[src/inc/tss_params.svh]
// Register offsets, field positions, reset values for the trace sink block
`ifndef TSS_PARAMS_SVH
`define TSS_PARAMS_SVH
`define TSS_OFF_SYNC_RELOAD 12'h308
`define TSS_OFF_EVT_OUT 12'hee0
`define TSS_OFF_TRIG_FLUSH 12'hee8
`define TSS_OFF_DATA_SAMPLE 12'heec
`define TSS_OFF_TRACE_OUT 12'hef0
`define TSS_OFF_ID_SAMPLE 12'hef4
`define TSS_OFF_CTRL_SAMPLE 12'hef8
`define TSS_OFF_INTEG_MODE 12'hf00
`define TSS_RELOAD_RESET 5'h0a
`define TSS_RELOAD_MAX 5'h1b
`define TSS_RELOAD_MIN 5'h07
`define TSS_BIT_FLUSH 2
`define TSS_BIT_FULL 1
`define TSS_BIT_CAPT 0
`define TSS_BIT_SYNCREQ 2
`define TSS_BIT_AFVALID 1
`define TSS_BIT_ATREADY 0
`define TSS_BIT_FLUSH_IN 1
`define TSS_BIT_TRIG_IN 0
`define TSS_BYTES_LSB 8
`define TSS_RESP_OKAY 2'h0
`define TSS_RESP_SLVERR 2'h2
`endif

[src/inc/tss_pkg.sv]
// Types shared by the trace sink sync and integration block
package tss_pkg;
    typedef struct packed {
        logic [11:0] awaddr;
        logic awvalid;
        logic [31:0] wdata;
        logic [3:0] wstrb;
        logic wvalid;
        logic bready;
        logic [11:0] araddr;
        logic arvalid;
        logic rready;
    } tss_axi_req_t;

    typedef struct packed {
        logic awready;
        logic wready;
        logic [1:0] bresp;
        logic bvalid;
        logic arready;
        logic [31:0] rdata;
        logic [1:0] rresp;
        logic rvalid;
    } tss_axi_rsp_t;

    typedef enum logic [1:0] {
        TSS_WR_IDLE = 2'b01,
        TSS_WR_RESP = 2'b10
    } tss_wr_state_t;

    typedef enum logic [1:0] {
        TSS_RD_IDLE = 2'b01,
        TSS_RD_DATA = 2'b10
    } tss_rd_state_t;
endpackage

[src/design/tss_trace_sink_regs.sv]
// Sync counter and integration registers of a trace memory sink
`include "tss_params.svh"

module tss_trace_sink_regs #(
    parameter int DATA_WIDTH = 128,
    parameter int BYTES_WIDTH = 4
) (
    input wire logic ref_clk, // 10 MHz clock
    input wire logic sys_rst, // Synchronous reset, active high
    input wire tss_pkg::tss_axi_req_t axiReq, // AXI4-Lite request
    output tss_pkg::tss_axi_rsp_t axiRsp, // AXI4-Lite response
    input wire logic captureEnable, // Trace capture enabled
    input wire logic storeValid, // Bytes stored to trace memory
    input wire logic [BYTES_WIDTH:0] storeBytes, // Byte count stored
    input wire logic flushDoneFunc, // Functional flush complete
    input wire logic bufferFullFunc, // Functional buffer full
    input wire logic captureDoneFunc, // Functional capture complete
    input wire logic afvalidFunc, // Functional flush request
    input wire logic atreadyFunc, // Functional trace ready
    input wire logic flush_request_in, // Flush request input
    input wire logic trigger_pulse_in, // Trigger input
    input wire logic [DATA_WIDTH-1:0] atdata_s, // Trace data
    input wire logic [6:0] atid_s, // Trace source id
    input wire logic [BYTES_WIDTH-1:0] atbytes_s, // Trace byte count
    input wire logic atwakeup_s, // Wakeup
    input wire logic afready_s, // Flush acknowledge
    input wire logic atvalid_s, // Trace valid
    output logic flush_done_out, // Flush complete output
    output logic buffer_full_out, // Buffer full output
    output logic capture_done_out, // Capture complete output
    output logic syncreq_s, // Sync request, one-cycle pulse in functional mode, level from the trace out register in integration mode
    output logic afvalid_s, // Flush valid
    output logic atready_s, // Trace ready
    output logic integrationMode // Integration mode active
);
    import tss_pkg::*;

    localparam int SAMPLE_BITS = 1 + DATA_WIDTH / 8;

    typedef struct packed {
        tss_wr_state_t wrState;
        tss_rd_state_t rdState;
        logic [31:0] rdata;
        logic [1:0] bresp;
        logic [1:0] rresp;
        logic [4:0] reload;
        logic [4:0] activeReload;
        logic [27:0] count;
        logic imode;
        logic [2:0] evtOut;
        logic [2:0] traceOut;
        logic [1:0] trigFlush;
        logic flushInPrev;
        logic trigInPrev;
        logic syncPulse;
        logic flushDone;
        logic bufferFull;
        logic captureDone;
        logic afvalid;
        logic atready;
        logic syncReq;
    } tss_state_t;

    tss_state_t state_reg;
    tss_state_t state_next;

    ////////////////////////////////////////////////////////////////////////
    // Helpers

    function automatic logic [4:0] fixReload(input logic [4:0] v);
        if (v == 5'h00) begin
            fixReload = 5'h00;
        end else if (v < `TSS_RELOAD_MIN || v > `TSS_RELOAD_MAX) begin
            fixReload = `TSS_RELOAD_MAX;
        end else begin
            fixReload = v;
        end
    endfunction

    function automatic logic [27:0] periodOf(input logic [4:0] v);
        periodOf = 28'h0000001 << v;
    endfunction

    function automatic logic [SAMPLE_BITS-1:0] sampleData(
        input logic [DATA_WIDTH-1:0] d);
        logic [SAMPLE_BITS-1:0] s;
        s = '0;
        s[0] = d[0];
        for (int i = 1; i < SAMPLE_BITS; i++) begin
            s[i] = d[8 * i - 1];
        end
        sampleData = s;
    endfunction

    ////////////////////////////////////////////////////////////////////////
    // Next state

    logic wrFire;
    logic rdFire;
    logic [11:0] rdAddr;
    logic [11:0] wrAddr;
    logic [31:0] rdValue;
    logic rdHit;
    logic wrHit;
    logic [27:0] dec;
    logic clrTrigFlush;
    logic [27:0] bytes28;

    always_comb begin
        state_next = state_reg;
        wrFire = 1'b0;
        rdFire = 1'b0;
        rdAddr = {axiReq.araddr[11:2], 2'b00};
        wrAddr = {axiReq.awaddr[11:2], 2'b00};
        rdValue = 32'h00000000;
        rdHit = 1'b1;
        wrHit = 1'b1;
        dec = 28'h0000000;
        clrTrigFlush = 1'b0;
        bytes28 = 28'(storeBytes);
        state_next.syncPulse = 1'b0;

        // Write channel: address and data taken together
        case (state_reg.wrState)
            TSS_WR_IDLE: begin
                if (axiReq.awvalid && axiReq.wvalid) begin
                    wrFire = 1'b1;
                    state_next.wrState = TSS_WR_RESP;
                end
            end
            TSS_WR_RESP: begin
                if (axiReq.bready) begin
                    state_next.wrState = TSS_WR_IDLE;
                end
            end
            default: state_next.wrState = TSS_WR_IDLE;
        endcase

        case (state_reg.rdState)
            TSS_RD_IDLE: begin
                if (axiReq.arvalid) begin
                    rdFire = 1'b1;
                    state_next.rdState = TSS_RD_DATA;
                end
            end
            TSS_RD_DATA: begin
                if (axiReq.rready) begin
                    state_next.rdState = TSS_RD_IDLE;
                end
            end
            default: state_next.rdState = TSS_RD_IDLE;
        endcase

        // Read decode; integration reads are zero in functional mode
        case (rdAddr)
            `TSS_OFF_SYNC_RELOAD: rdValue = {27'h0, state_reg.reload};
            `TSS_OFF_EVT_OUT: rdValue = 32'h00000000;
            `TSS_OFF_TRACE_OUT: rdValue = 32'h00000000;
            `TSS_OFF_TRIG_FLUSH: begin
                if (state_reg.imode) begin
                    rdValue = {30'h0, state_reg.trigFlush};
                end
                clrTrigFlush = rdFire;
            end
            `TSS_OFF_DATA_SAMPLE: begin
                if (state_reg.imode) begin
                    rdValue = 32'(sampleData(atdata_s));
                end
            end
            `TSS_OFF_ID_SAMPLE: begin
                if (state_reg.imode) begin
                    rdValue = {25'h0, atid_s};
                end
            end
            `TSS_OFF_CTRL_SAMPLE: begin
                if (state_reg.imode) begin
                    rdValue = 32'(atbytes_s) << `TSS_BYTES_LSB;
                    rdValue[2:0] = {atwakeup_s, afready_s, atvalid_s};
                end
            end
            `TSS_OFF_INTEG_MODE: rdValue = {31'h0, state_reg.imode};
            default: rdHit = 1'b0;
        endcase
        if (rdFire) begin
            state_next.rdata = rdValue;
            state_next.rresp = rdHit ? `TSS_RESP_OKAY : `TSS_RESP_SLVERR;
        end

        // Writes; integration writes need integration mode
        case (wrAddr)
            `TSS_OFF_SYNC_RELOAD: begin
                if (wrFire && axiReq.wstrb[0]) begin
                    state_next.reload = fixReload(axiReq.wdata[4:0]);
                end
            end
            `TSS_OFF_EVT_OUT: begin
                if (wrFire && axiReq.wstrb[0] && state_reg.imode) begin
                    state_next.evtOut = axiReq.wdata[2:0];
                end
            end
            `TSS_OFF_TRACE_OUT: begin
                if (wrFire && axiReq.wstrb[0] && state_reg.imode) begin
                    state_next.traceOut = axiReq.wdata[2:0];
                end
            end
            `TSS_OFF_INTEG_MODE: begin
                if (wrFire && axiReq.wstrb[0]) begin
                    state_next.imode = axiReq.wdata[0];
                end
            end
            `TSS_OFF_TRIG_FLUSH, `TSS_OFF_DATA_SAMPLE,
            `TSS_OFF_ID_SAMPLE, `TSS_OFF_CTRL_SAMPLE: wrHit = 1'b1;
            default: wrHit = 1'b0;
        endcase
        if (wrFire) begin
            state_next.bresp = wrHit ? `TSS_RESP_OKAY : `TSS_RESP_SLVERR;
        end

        // Input edge latches; a new edge wins over a read clear
        state_next.flushInPrev = flush_request_in;
        state_next.trigInPrev = trigger_pulse_in;
        if (!state_reg.imode) begin
            state_next.trigFlush = 2'b00;
        end else begin
            if (clrTrigFlush) begin
                state_next.trigFlush = 2'b00;
            end
            if (flush_request_in && !state_reg.flushInPrev) begin
                state_next.trigFlush[`TSS_BIT_FLUSH_IN] = 1'b1;
            end
            if (trigger_pulse_in && !state_reg.trigInPrev) begin
                state_next.trigFlush[`TSS_BIT_TRIG_IN] = 1'b1;
            end
        end
        if (!state_next.imode) begin
            state_next.evtOut = 3'b000;
            state_next.traceOut = 3'b000;
        end

        // Sync counter, counting down bytes stored
        if (state_reg.activeReload == 5'h00) begin
            state_next.activeReload = state_reg.reload;
            state_next.count = periodOf(state_reg.reload);
        end else if (captureEnable && storeValid) begin
            if (state_reg.count <= bytes28) begin
                state_next.syncPulse = 1'b1;
                state_next.activeReload = state_reg.reload;
                state_next.count = periodOf(state_reg.reload);
            end else begin
                dec = state_reg.count - bytes28;
                state_next.count = dec;
            end
        end

        // Output muxing between functional and integration drive
        if (state_next.imode) begin
            state_next.flushDone = state_next.evtOut[`TSS_BIT_FLUSH];
            state_next.bufferFull = state_next.evtOut[`TSS_BIT_FULL];
            state_next.captureDone = state_next.evtOut[`TSS_BIT_CAPT];
            state_next.afvalid = state_next.traceOut[`TSS_BIT_AFVALID];
            state_next.atready = state_next.traceOut[`TSS_BIT_ATREADY];
            state_next.syncReq = state_next.traceOut[`TSS_BIT_SYNCREQ];
        end else begin
            state_next.flushDone = flushDoneFunc;
            state_next.bufferFull = bufferFullFunc;
            state_next.captureDone = captureDoneFunc;
            state_next.afvalid = afvalidFunc;
            state_next.atready = atreadyFunc;
            state_next.syncReq = state_next.syncPulse;
        end
    end

    ////////////////////////////////////////////////////////////////////////
    // State register

    always_ff @(posedge ref_clk) begin
        if (sys_rst) begin
            state_reg <= '0;
            state_reg.wrState <= TSS_WR_IDLE;
            state_reg.rdState <= TSS_RD_IDLE;
            state_reg.reload <= `TSS_RELOAD_RESET;
        end else begin
            state_reg <= state_next;
        end
    end

    ////////////////////////////////////////////////////////////////////////
    // Outputs from flip-flops, except awready and wready, which also decode wvalid and awvalid

    always_comb begin
        axiRsp.awready = state_reg.wrState == TSS_WR_IDLE && axiReq.wvalid;
        axiRsp.wready = state_reg.wrState == TSS_WR_IDLE && axiReq.awvalid;
        axiRsp.bvalid = state_reg.wrState == TSS_WR_RESP;
        axiRsp.bresp = state_reg.bresp;
        axiRsp.arready = state_reg.rdState == TSS_RD_IDLE;
        axiRsp.rvalid = state_reg.rdState == TSS_RD_DATA;
        axiRsp.rdata = state_reg.rdata;
        axiRsp.rresp = state_reg.rresp;
    end

    assign flush_done_out = state_reg.flushDone;
    assign buffer_full_out = state_reg.bufferFull;
    assign capture_done_out = state_reg.captureDone;
    assign syncreq_s = state_reg.syncReq;
    assign afvalid_s = state_reg.afvalid;
    assign atready_s = state_reg.atready;
    assign integrationMode = state_reg.imode;

    ////////////////////////////////////////////////////////////////////////
    // Checks

    AST_RELOAD_LEGAL: assert property (@(posedge ref_clk) disable iff (sys_rst)
        state_reg.reload == 5'h00 || (state_reg.reload >= 5'h07 &&
        state_reg.reload <= 5'h1b))
        else $error("reload field holds reserved value");
    AST_NO_SYNC_ZERO: assert property (@(posedge ref_clk) disable iff (sys_rst)
        !state_reg.imode && state_reg.activeReload == 5'h00
        |=> !state_reg.syncPulse)
        else $error("sync issued while disabled");
    AST_SYNC_RELOADS: assert property (@(posedge ref_clk) disable iff (sys_rst)
        state_next.syncPulse |=>
        state_reg.count == periodOf(state_reg.activeReload))
        else $error("counter not reloaded after sync");
    AST_COUNT_HOLD: assert property (@(posedge ref_clk) disable iff (sys_rst)
        !captureEnable && state_reg.activeReload != 5'h00
        |=> $stable(state_reg.count))
        else $error("counter moved with capture off");
    AST_RAZ_FUNC: assert property (@(posedge ref_clk) disable iff (sys_rst)
        rdFire && !state_reg.imode && rdAddr >= 12'hee0 && rdAddr <= 12'hef8
        |=> axiRsp.rdata == 32'h00000000)
        else $error("integration read nonzero in functional mode");
    AST_WO_ZERO: assert property (@(posedge ref_clk) disable iff (sys_rst)
        rdFire && (rdAddr == 12'hee0 || rdAddr == 12'hef0)
        |=> axiRsp.rdata == 32'h00000000)
        else $error("write-only register read nonzero");
    AST_LATCH_CLEAR: assert property (@(posedge ref_clk) disable iff (sys_rst)
        !state_reg.imode |=> state_reg.trigFlush == 2'b00)
        else $error("trigger flush status kept outside integration");
    AST_FLUSH_EDGE: assert property (@(posedge ref_clk) disable iff (sys_rst)
        state_reg.imode && state_next.imode && flush_request_in &&
        !state_reg.flushInPrev |=> state_reg.trigFlush[1])
        else $error("flush edge not latched");
    AST_EVT_DRIVE: assert property (@(posedge ref_clk) disable iff (sys_rst)
        state_reg.imode |-> flush_done_out == state_reg.evtOut[2] &&
        capture_done_out == state_reg.evtOut[0])
        else $error("event outputs not driven from register");
    AST_MODE_READ: assert property (@(posedge ref_clk) disable iff (sys_rst)
        rdFire && rdAddr == 12'hf00 |=>
        axiRsp.rdata == {31'h0, $past(state_reg.imode)})
        else $error("mode control readback wrong");
endmodule

[config.mk]
export PLATFORM = sky130hd
export DESIGN_NAME = tss_trace_sink_regs
export DESIGN_NICKNAME = d
export VERILOG_FILES = /design/src/inc/tss_pkg.sv /design/src/design/tss_trace_sink_regs.sv
export VERILOG_INCLUDE_DIRS = /design/src /design/src/inc
export SDC_FILE = /design/constraint.sdc
export NUM_CORES = 1
export LEC_CHECK = 0
export BUFFER_PORTS_ARGS = -buffer_cell sky130_fd_sc_hd__buf_2
export CELL_PAD_IN_SITES_DETAIL_PLACEMENT = 1
export CELL_PAD_IN_SITES_GLOBAL_PLACEMENT = 1
export CORE_MARGIN = 4
export CORE_UTILIZATION = 31
export DETAILED_ROUTE_END_ITERATION = 10
export PLACE_DENSITY_LB_ADDON = 0.1
export SLEW_MARGIN = 20
export SYNTH_ARGS = -nofsm -noshare
export SYNTH_HDL_FRONTEND = slang
export SYNTH_SLANG_ARGS = --single-unit
export TNS_END_PERCENT = 50
[constraint.sdc]
create_clock -name ref_clk -period 3.9 [get_ports ref_clk]
set_input_delay 0.78 -clock ref_clk [delete_from_list [all_inputs] [get_ports ref_clk]]
set_output_delay 0.78 -clock ref_clk [all_outputs]
set_load 0.03 [all_outputs]
==> results of run 1 <==
==> worst min-delay path, delay by kind of cell, from the launching register on <==
| kind | cells | cell delay, ps |
|---|---|---|
| AOI/OAI and AO/OA | 1 | 50 |
| DFF | 1 | 310 |
| and+or+nand+nor | 1 | 50 |
==> cells by family (layout without fill, tap and decap cells) <==
logic type / count (synthesis) / after routing
adder cells (fa/ha/maj): 6 / 6
multiplexers: 24 / 24
XOR/XNOR: 4 / 4
AND/OR/NAND/NOR: 232 / 232
flip-flops: 78 / 78
other: 1 / 17
AO/OA/AOI/OAI: 150 / 150
buffers and inverters: 87 / 157
==> per-layer routing <==
metal	wire length [um]	up-vias	part of all wire [%]
met1	7125	2220	47
met5	0	-	0
met2	7059	111	47
met4	196	0	1.3
met3	700	13	4.6
li1	-	2252	-
==> Yosys cell counts (11+ instances only) <==
cell	n	area share, %
nand3_1	20	2.1
clkbuf_1	20	1.6
dfxtp_1	78	33
o21ai_0	18	1.9
nand2b_1	11	1.4
mux2i_1	20	4.2
nor2_1	58	4.6
a21oi_1	39	4.1
buf_4	39	6.2
inv_1	24	1.9
a22oi_1	18	2.8
nor3_1	21	2.2
nor4_1	12	1.6
nand2_1	37	2.9
==> worst paths after layout <==
check                 from            end  slack (ps)
max          storeBytes[0]  state_reg[20]         710
min              axiRsp[2]      axiRsp[2]         450
max reg2reg  state_reg[18]  state_reg[20]         880
min reg2reg      axiRsp[2]      axiRsp[2]         450
==> layout make-up <==
cell class	count	area [um^2]	share of cell area, %
clock inverters	5	82.58	1.478
multi-input cells	433	2765	49.51
well taps	188	235.2	4.211
clock buffers	11	242.7	4.346
inverters	24	90.09	1.613
repair buffers	117	608.1	10.89
flip-flops and latches	78	1562	27.96
==> power breakdown <==
| group | switching (mW) | internal, mW | leakage (nW) |
|---|---|---|---|
| logic | 1.38 | 0.836 | 1.47 |
| clock network | 0.347 | 0.580 | 0.160 |
| registers | 0.116 | 0.924 | 0.635 |
==> stage by stage <==
step / utilization (%) / worst slack [ps] / std cells / power [mW]
2_1_floorplan: - / 940.3 / 598 / 2.707
3_3_place_gp: 34.86 / 409.0 / 840 / 3.213
3_5_place_dp: 34.86 / 350.3 / 840 / 3.264
4_1_cts: 37.01 / 710.9 / 856 / 4.214
5_1_grt: 37.01 / 463.3 / 856 / 4.484
6_report: 37.01 / 711.8 / 856 / 4.183
==> run_results.csv, run 1 <==
group,metric,value,unit
yosys,syn_area,4756,um^2
clocking,clockBufferDepth,2,
placed_design,hpwlAfterDp,11670,um
outcome,status,"finished clean",
hold_path,min_path_cells,2,
clocking,cts_tree,"done",
timing,finalClockSkew,8.931,ps
yosys,syn_avg_cell_area,8.171,um^2
die,std_cell_rows,45,
clocking,root_buffer,"clkbuf_16",
critical_path,cp_cell_sequence,"buf_2 > ha_1 > inv_1 > fa_1 > a21oi_1 > o211a_1 > o21a_1 > buf_4 > a21oi_2 > buf_4 > or4_1 > a311oi_1",
placed_design,gp_congestion,0.8975,
detailed_routing,wl_per_cell,17.62,um
yosys,synthMuxAreaShare,5.157,%
timing,finalSetupViolCount,0,
global_route,grt_pass1_wl,24750,um
layout,mostFrequentLayoutCells,"108 x buf_2, 78 x dfxtp_1, 58 x nor2_1",
yosys,synthCells,582,
detailed_routing,drt_wl_total,15080,um
detailed_routing,antenna_left,0,
detailed_routing,post_drt_via_cell_ratio,5.369,
layout,syn_to_final_growth,17.44,%
clocking,cts_resized,0,
timing,slew_viol_final,0,
detailed_routing,vias,4596,
layout,drive_gt1_share,24.25,%
global_route,grt_usage,17.35,%
yosys,synthAdderAreaFrac,1.736,%
die,die_area,17390,um^2
critical_path,crit_family,"compound AO/OA/AOI/OAI gates",
global_route,gr-total-overflow,0,
global_route,antenna_found_initial,0,
global_route,grt_max_degree,34,
timing,rsz0062_at_grt,"false",
clocking,clkTransAtPathRegs,60,ps
global_route,grt.busiest_layer,"met2",
detailed_routing,drt_iter0_drc,177,
clocking,postCtsHoldBufs,0,
hold_path,hold_path.class,"reg -> reg",
critical_path,critPathBufInv,4,
critical_path,arrival,3440,ps
yosys,seq_area_frac_synth,32.83,%
die,initial_core_util,31.52,%
placed_design,dpl-instance-area,5260,um^2
critical_path,start_kind,"primary input",
critical_path,end_kind,"flip-flop",
timing,period_share,81.75,%
layout,fin_area,5585,um^2
global_route,use_met3,3.473,%
clocking,cts_buffers,9,
yosys,synth_xor_area_share,0.7366,%
critical_path,slowest_delay,500,ps
yosys,synth_top_family_by_area,"simple AND/OR/NAND/NOR gates",
global_route,use_met2,28.53,%
yosys,ys_warn_count,0,
layout,n_fill_cell,1845,
critical_path,slowest_stage,"or4_1",
critical_path,crit_required,4150,ps
timing,fmax,313.7,MHz
detailed_routing,drc_errors,0,
timing,hold_violations,0,
timing,tns,0,ps
layout,largest_reg_flops,52,
power,leakagePower,2.269,nW
die,fp.dieH,131.9,um
placed_design,placement.io_buffers,108,
global_route,grt_use_met1,22.86,%
timing,tightestPinTransition,878.3,ps
yosys,synth_edf_count,0,
timing,period_minus_slack,3188,ps
layout,final_common_cell,"buf_2",
yosys,synth_simple_gate_area_share,26.94,%
die,io_pins,271,
critical_path,crit_type,"in -> reg",
yosys,synth.distinct_cells,77,
die,die_x,131.9,um
critical_path,crit_cells,12,
critical_path,r2r_cells,12,
global_route,first_global_vias,4804,
critical_path,path_max_fanout,9,
clocking,cts_setup_buffers,0,
layout,final_nets,892,
yosys,synthArstFlopShare,0,%
clocking,clk_latency,340,ps
power,vdd_drop_max,0.2854,mV
power,p_per_area,749.0,nW/um^2
critical_path,path_common_cell,"buf_4",
layout,antennaDiodeCount,0,
clocking,clock-sinks,78,
timing,hold_slack,454.9,ps
yosys,ys_ff_latch,78,
clocking,htreeDepth,3,
yosys,synth_compound_area_share,22.23,%
detailed_routing,firstDrtPassIters,4,
yosys,synthFlopType,"dfxtp_1",
job,maxCapViolations,0,
die,core_area,15090,um^2
timing,slew-limit-headroom,40.91,%
Power figures use the tool's default switching activity.
==> run 2, diff against run 1 <==
==> constraint.sdc (replaced) <==
create_clock -name ref_clk -period 3.3 [get_ports ref_clk]
set_input_delay 0.66 -clock ref_clk [delete_from_list [all_inputs] [get_ports ref_clk]]
set_output_delay 0.66 -clock ref_clk [all_outputs]
set_load 0.03 [all_outputs]
==> run 2 against run 1 <==
  * Sequential power up 18%
  * Clock power is 9% higher
  * Routed wire length increased by 0.60%
  * Hold slack improved by 4.0 ps
  * Combinational power up 27%
  * Sequential share of layout area shrank 0.55 points
  * Register-to-register slack lost 340 ps
  * Sequential cell count unchanged
  * Largest power group unchanged
==> run_results.csv, run 2 (synthesis gave the netlist of run 1 again) <==
group,metric,value,unit
clocking,htreeDepth,3,
timing,period_minus_slack,2795,ps
critical_path,path_max_fanout,5,
critical_path,arrival,3060,ps
die,io_pins,271,
layout,final_nets,909,
detailed_routing,firstDrtPassIters,4,
hold_path,hold_path.class,"reg -> reg",
critical_path,crit_family,"compound AO/OA/AOI/OAI gates",
timing,slew-limit-headroom,52.08,%
placed_design,placement.io_buffers,108,
timing,period_share,84.71,%
timing,hold_violations,0,
die,initial_core_util,31.52,%
placed_design,dp_cells,857,
timing,tightestPinTransition,717.0,ps
clocking,clockBufferDepth,2,
critical_path,slowest_stage,"or4b_1",
layout,fin_cells,873,
global_route,first_global_vias,4803,
critical_path,start_kind,"primary input",
job,maxCapViolations,0,
die,fp.dieH,131.9,um
global_route,grt_pass1_wl,24980,um
critical_path,critPathBufInv,3,
power,vdd_drop_max,0.2711,mV
detailed_routing,antenna_left,0,
placed_design,hpwlAfterDp,11760,um
layout,largest_reg_flops,52,
global_route,grt_usage,17.44,%
critical_path,slowest_delay,500,ps
clocking,root_buffer,"clkbuf_16",
detailed_routing,wl_per_cell,17.38,um
placed_design,gp_congestion,0.8514,
critical_path,crit_type,"in -> reg",
critical_path,end_kind,"flip-flop",
global_route,gr-total-overflow,0,
critical_path,path_common_cell,"a21oi_1",
outcome,status,"finished clean",
timing,finalSetupViolCount,0,
clocking,cts_resized,0,
timing,fmax,357.7,MHz
power,leakagePower,2.339,nW
clocking,cts_tree,"done",
die,die_area,17390,um^2
detailed_routing,post_drt_via_cell_ratio,5.349,
global_route,grt_max_degree,43,
timing,rsz0062_at_grt,"false",
clocking,cts_setup_buffers,0,
critical_path,cp_cell_sequence,"buf_2 > ha_1 > inv_1 > fa_1 > a21oi_1 > o211a_1 > o21a_1 > a31oi_1 > buf_4 > or4b_1 > a21oi_1",
timing,finalClockSkew,7.442,ps
die,die_x,131.9,um
layout,mostFrequentLayoutCells,"108 x buf_2, 78 x dfxtp_1, 58 x nor2_1",
timing,tns,0,ps
clocking,clock-sinks,78,
layout,final_common_cell,"buf_2",
layout,antennaDiodeCount,0,
clocking,cts_buffers,9,
timing,slew_viol_final,0,
clocking,clk_latency,340,ps
layout,syn_to_final_growth,19.81,%
detailed_routing,drc_errors,0,
power,p_per_area,886.9,nW/um^2
layout,n_fill_cell,1850,
detailed_routing,drt_wl_total,15170,um
critical_path,crit_required,3570,ps
die,std_cell_rows,45,
detailed_routing,drt_iter0_drc,162,
layout,drive_gt1_share,26.28,%
clocking,clkTransAtPathRegs,60,ps
detailed_routing,vias,4670,
die,core_area,15090,um^2
clocking,postCtsHoldBufs,0,
global_route,antenna_found_initial,0,
[run 2: per-stage QoR]
step                      util [%]  hold slack [ps]  area (um^2)  setup slack [ps]  total power, mW
after floorplan                  -            432.3         4816             460.3            3.199
after global placement       35.79            440.2         5400             236.9            3.995
after detailed placement     35.79            451.2         5400             150.2            4.053
after CTS                    37.76            461.0         5698             497.5            5.095
after global routing         37.76            493.0         5698             328.2            5.435
final                        37.76            458.9         5698             504.5            5.054
[run 2: routing by layer]
metal	GRT usage [%]	wire, um	vias to the layer above
met5	0	0	-
met4	4.492	190	0
met3	3.397	627	14
met2	28.73	7059	96
met1	23.46	7295	2255
li1	-	-	2305
[run 2: where the power goes]
| group | switching, mW | internal [mW] | total [mW] |
|---|---|---|---|
| combinational | 1.65 | 1.16 | 2.81 |
| sequential | 0.141 | 1.09 | 1.23 |
| clock | 0.421 | 0.588 | 1.01 |
[run 2: worst paths after layout]
path | start | depth (start not counted) | slack, ps | endpoint
hold reg to reg | axiRsp[2] | 2 | 460 | axiRsp[2]
setup / recovery | storeBytes[0] | 11 | 500 | state_reg[19]
hold / removal | axiRsp[2] | 2 | 460 | axiRsp[2]
setup reg to reg | state_reg[18] | 11 | 540 | state_reg[19]
[run 2: final cells by class]
| class | count | area [um^2] | share of cell area, % |
|---|---|---|---|
| repair buffers | 134 | 748.2 | 13.13 |
| clock buffers | 9 | 225.2 | 3.953 |
| inverters | 24 | 90.09 | 1.581 |
| flip-flops and latches | 78 | 1562 | 27.40 |
| clock inverters | 7 | 72.57 | 1.274 |
| well taps | 188 | 235.2 | 4.128 |
| multi-input cells | 433 | 2765 | 48.53 |
[run 2: worst register-to-register path: cells and delay by family, from the launching register on]
kind	cells	cell delay, ps
adder cells (fa/ha/maj)	2	560
AO/OA/AOI/OAI	5	1010
flip-flops	1	300
AND/OR/NAND/NOR	1	510
buffers and inverters	3	330
==> run 3, diff against run 2 <==
--- a/config.mk
+++ b/config.mk
@@ -6,6 +6,7 @@
 export SDC_FILE = /design/constraint.sdc
 export NUM_CORES = 1
 export LEC_CHECK = 0
+export ABC_AREA = 1
 export BUFFER_PORTS_ARGS = -buffer_cell sky130_fd_sc_hd__buf_2
 export CELL_PAD_IN_SITES_DETAIL_PLACEMENT = 1
 export CELL_PAD_IN_SITES_GLOBAL_PLACEMENT = 1
==> constraint.sdc (replaced) <==
create_clock -name ref_clk -period 2.72 [get_ports ref_clk]
set_input_delay 0.544 -clock ref_clk [delete_from_list [all_inputs] [get_ports ref_clk]]
set_output_delay 0.544 -clock ref_clk [all_outputs]
set_load 0.03 [all_outputs]
==> run 3 against run 2 <==
  * Sequential share of layout area is 3.2 points lower
  * Largest power group unchanged
  * Highest routed layer is now met5
  * Critical path type is now reg -> reg
  * Synthesized area is 17% higher
  * Via count is 25% higher
  * Routed wire length is 20% higher
  * Cell count is 42% higher
  * Setup slack worse by 150 ps
==> run_results.csv, run 3 <==
group,metric,value,unit
yosys,synth_top_area_share,27.94,%
placed_design,gp_congestion,0.8356,
clocking,cts_buffers,9,
detailed_routing,drt_wl_total,18190,um
yosys,ys_ff_latch,78,
power,vdd_drop_max,0.4227,mV
global_route,gr-total-overflow,0,
yosys,seq_area_frac_synth,27.94,%
detailed_routing,drt_iter0_drc,261,
yosys,synth_common_cells,"233 x nand2_1, 145 x inv_1, 113 x nor2_1",
clocking,cts_tree,"done",
yosys,yosys.area.top_type,"dfxtp_1",
timing,period_minus_slack,2368,ps
timing,rsz0062_at_grt,"false",
clocking,root_buffer,"clkbuf_16",
timing,fmax,422.3,MHz
clocking,clk_latency,350,ps
layout,final_common_cell,"nand2_1",
clocking,clockBufferDepth,2,
die,fp.dieH,142.3,um
yosys,syn_avg_cell_area,6.015,um^2
outcome,status,"finished clean",
critical_path,crit_type,"reg -> reg",
die,die_area,20240,um^2
die,io_pins,271,
global_route,antenna_found_initial,2,
die,die_x,142.3,um
critical_path,arrival,2670,ps
layout,syn_to_final_growth,15.32,%
yosys,synth.most_common_cell,"nand2_1",
layout,final_nets,1242,
yosys,synth_edf_count,0,
global_route,grt_usage,18.24,%
layout,antennaDiodeCount,0,
timing,period_share,87.06,%
critical_path,path_max_fanout,20,
detailed_routing,drc_errors,0,
critical_path,start_kind,"flip-flop",
detailed_routing,firstDrtPassIters,4,
timing,tightestPinTransition,675.0,ps
timing,slew-limit-headroom,54.94,%
detailed_routing,antenna_left,0,
layout,n_fill_cell,2390,
yosys,syn_area,5588,um^2
timing,slew_viol_final,0,
power,leakagePower,3.371,nW
yosys,synthTopCellsByArea,"dfxtp_1 28%, nand2_1 16%, inv_1 9.7%",
global_route,grt_pass1_wl,29570,um
die,std_cell_rows,48,
timing,hold_violations,0,
detailed_routing,vias,5819,
clocking,htreeDepth,3,
clocking,postCtsHoldBufs,0,
yosys,ys_warn_count,0,
placed_design,hpwlAfterDp,14670,um
critical_path,end_kind,"flip-flop",
detailed_routing,post_drt_via_cell_ratio,4.681,
power,p_per_area,836.2,nW/um^2
hold_path,hold_path.class,"in -> reg",
yosys,synthArstFlopShare,0,%
timing,finalSetupViolCount,0,
yosys,synthFlopType,"dfxtp_1",
clocking,clock-sinks,78,
layout,drive_gt1_share,17.19,%
timing,hold_slack,397.5,ps
clocking,cts_resized,0,
critical_path,crit_required,3020,ps
detailed_routing,wl_per_cell,14.64,um
die,core_area,17480,um^2
yosys,synth.distinct_cells,43,
placed_design,placement.io_buffers,108,
timing,tns,0,ps
clocking,cts_setup_buffers,0,
job,maxCapViolations,0,
global_route,grt_max_degree,36,
layout,largest_reg_flops,52,
yosys,synthCells,929,
layout,mostFrequentLayoutCells,"233 x nand2_1, 145 x inv_1, 113 x nor2_1",
die,initial_core_util,31.97,%
timing,finalClockSkew,14.04,ps
clocking,clkTransAtPathRegs,70,ps
global_route,first_global_vias,5767,
==> run 3: area by class of cell <==
type                            count  area [um^2]  area share (%)
Multi-Input combinational cell    653         3095           48.04
Sequential cell                    78         1562           24.23
Inverter                          151        569.3           8.835
Timing Repair Buffer              120        643.1           9.981
Clock inverter                      5        40.04          0.6214
Tap cell                          225        281.5           4.369
Clock buffer                       11        252.7           3.922
==> run 3: metal layers <==
| layer | vias to the layer above | track usage (%) | routed length (um) |
|---|---|---|---|
| met4 | 4 | 3.939 | 198 |
| li1 | 3033 | - | - |
| met3 | 18 | 4.267 | 999 |
| met2 | 116 | 28.07 | 7634 |
| met5 | - | 0 | 22 |
| met1 | 2648 | 26.03 | 9339 |
==> run 3: kinds of logic (layout without fill, tap and decap cells) <==
family	Yosys count	count (layout)	synth area share, %
AO/OA/AOI/OAI	105	105	10.48
XOR/XNOR	14	14	2.194
adder cells (fa/ha/maj)	6	6	1.478
buffers and inverters	214	287	17.73
flip-flops	78	78	27.94
other	1	17	0.06711
AND/OR/NAND/NOR	511	511	40.10
==> run 3: worst paths after layout <==
path | slack [ps] | depth (start not counted) | from | endpoint
setup / recovery | 350 | 14 | state_reg[18] | state_reg[39]
setup reg to reg | 350 | 14 | state_reg[18] | state_reg[39]
hold reg to reg | 460 | 2 | axiRsp[18] | axiRsp[18]
hold / removal | 400 | 3 | bufferFullFunc | buffer_full_out
==> run 3: through the flow <==
stage	util (%)	setup WS [ps]	instances	cell area (um^2)	power [mW]
floorplan	-	556.2	945	5648	3.530
global placement	35.19	69.08	1227	6151	4.182
detailed placement	35.19	68.98	1227	6151	4.212
CTS	36.87	320.8	1243	6444	5.470
global route	36.87	111.8	1243	6444	5.906
finish	36.87	352.0	1243	6444	5.388
==> run 3: report_power, final <==
| part | switching [mW] | internal (mW) | total, mW |
|---|---|---|---|
| logic | 1.76 | 0.914 | 2.67 |
| clock network | 0.546 | 0.678 | 1.22 |
| registers | 0.176 | 1.32 | 1.49 |
==> run 3: critical path, cell delays in order (launching register included) <==
cell	delay [ps]
dfxtp_1	310
inv_1	50
ha_1	170
inv_1	90
fa_1	420
nand3_1	130
nand3_1	190
nand2_1	160
nand3_2	110
nand3_4	160
buf_12	170
nand3_1	130
nand3_1	110
nand2_1	50
inv_1	50
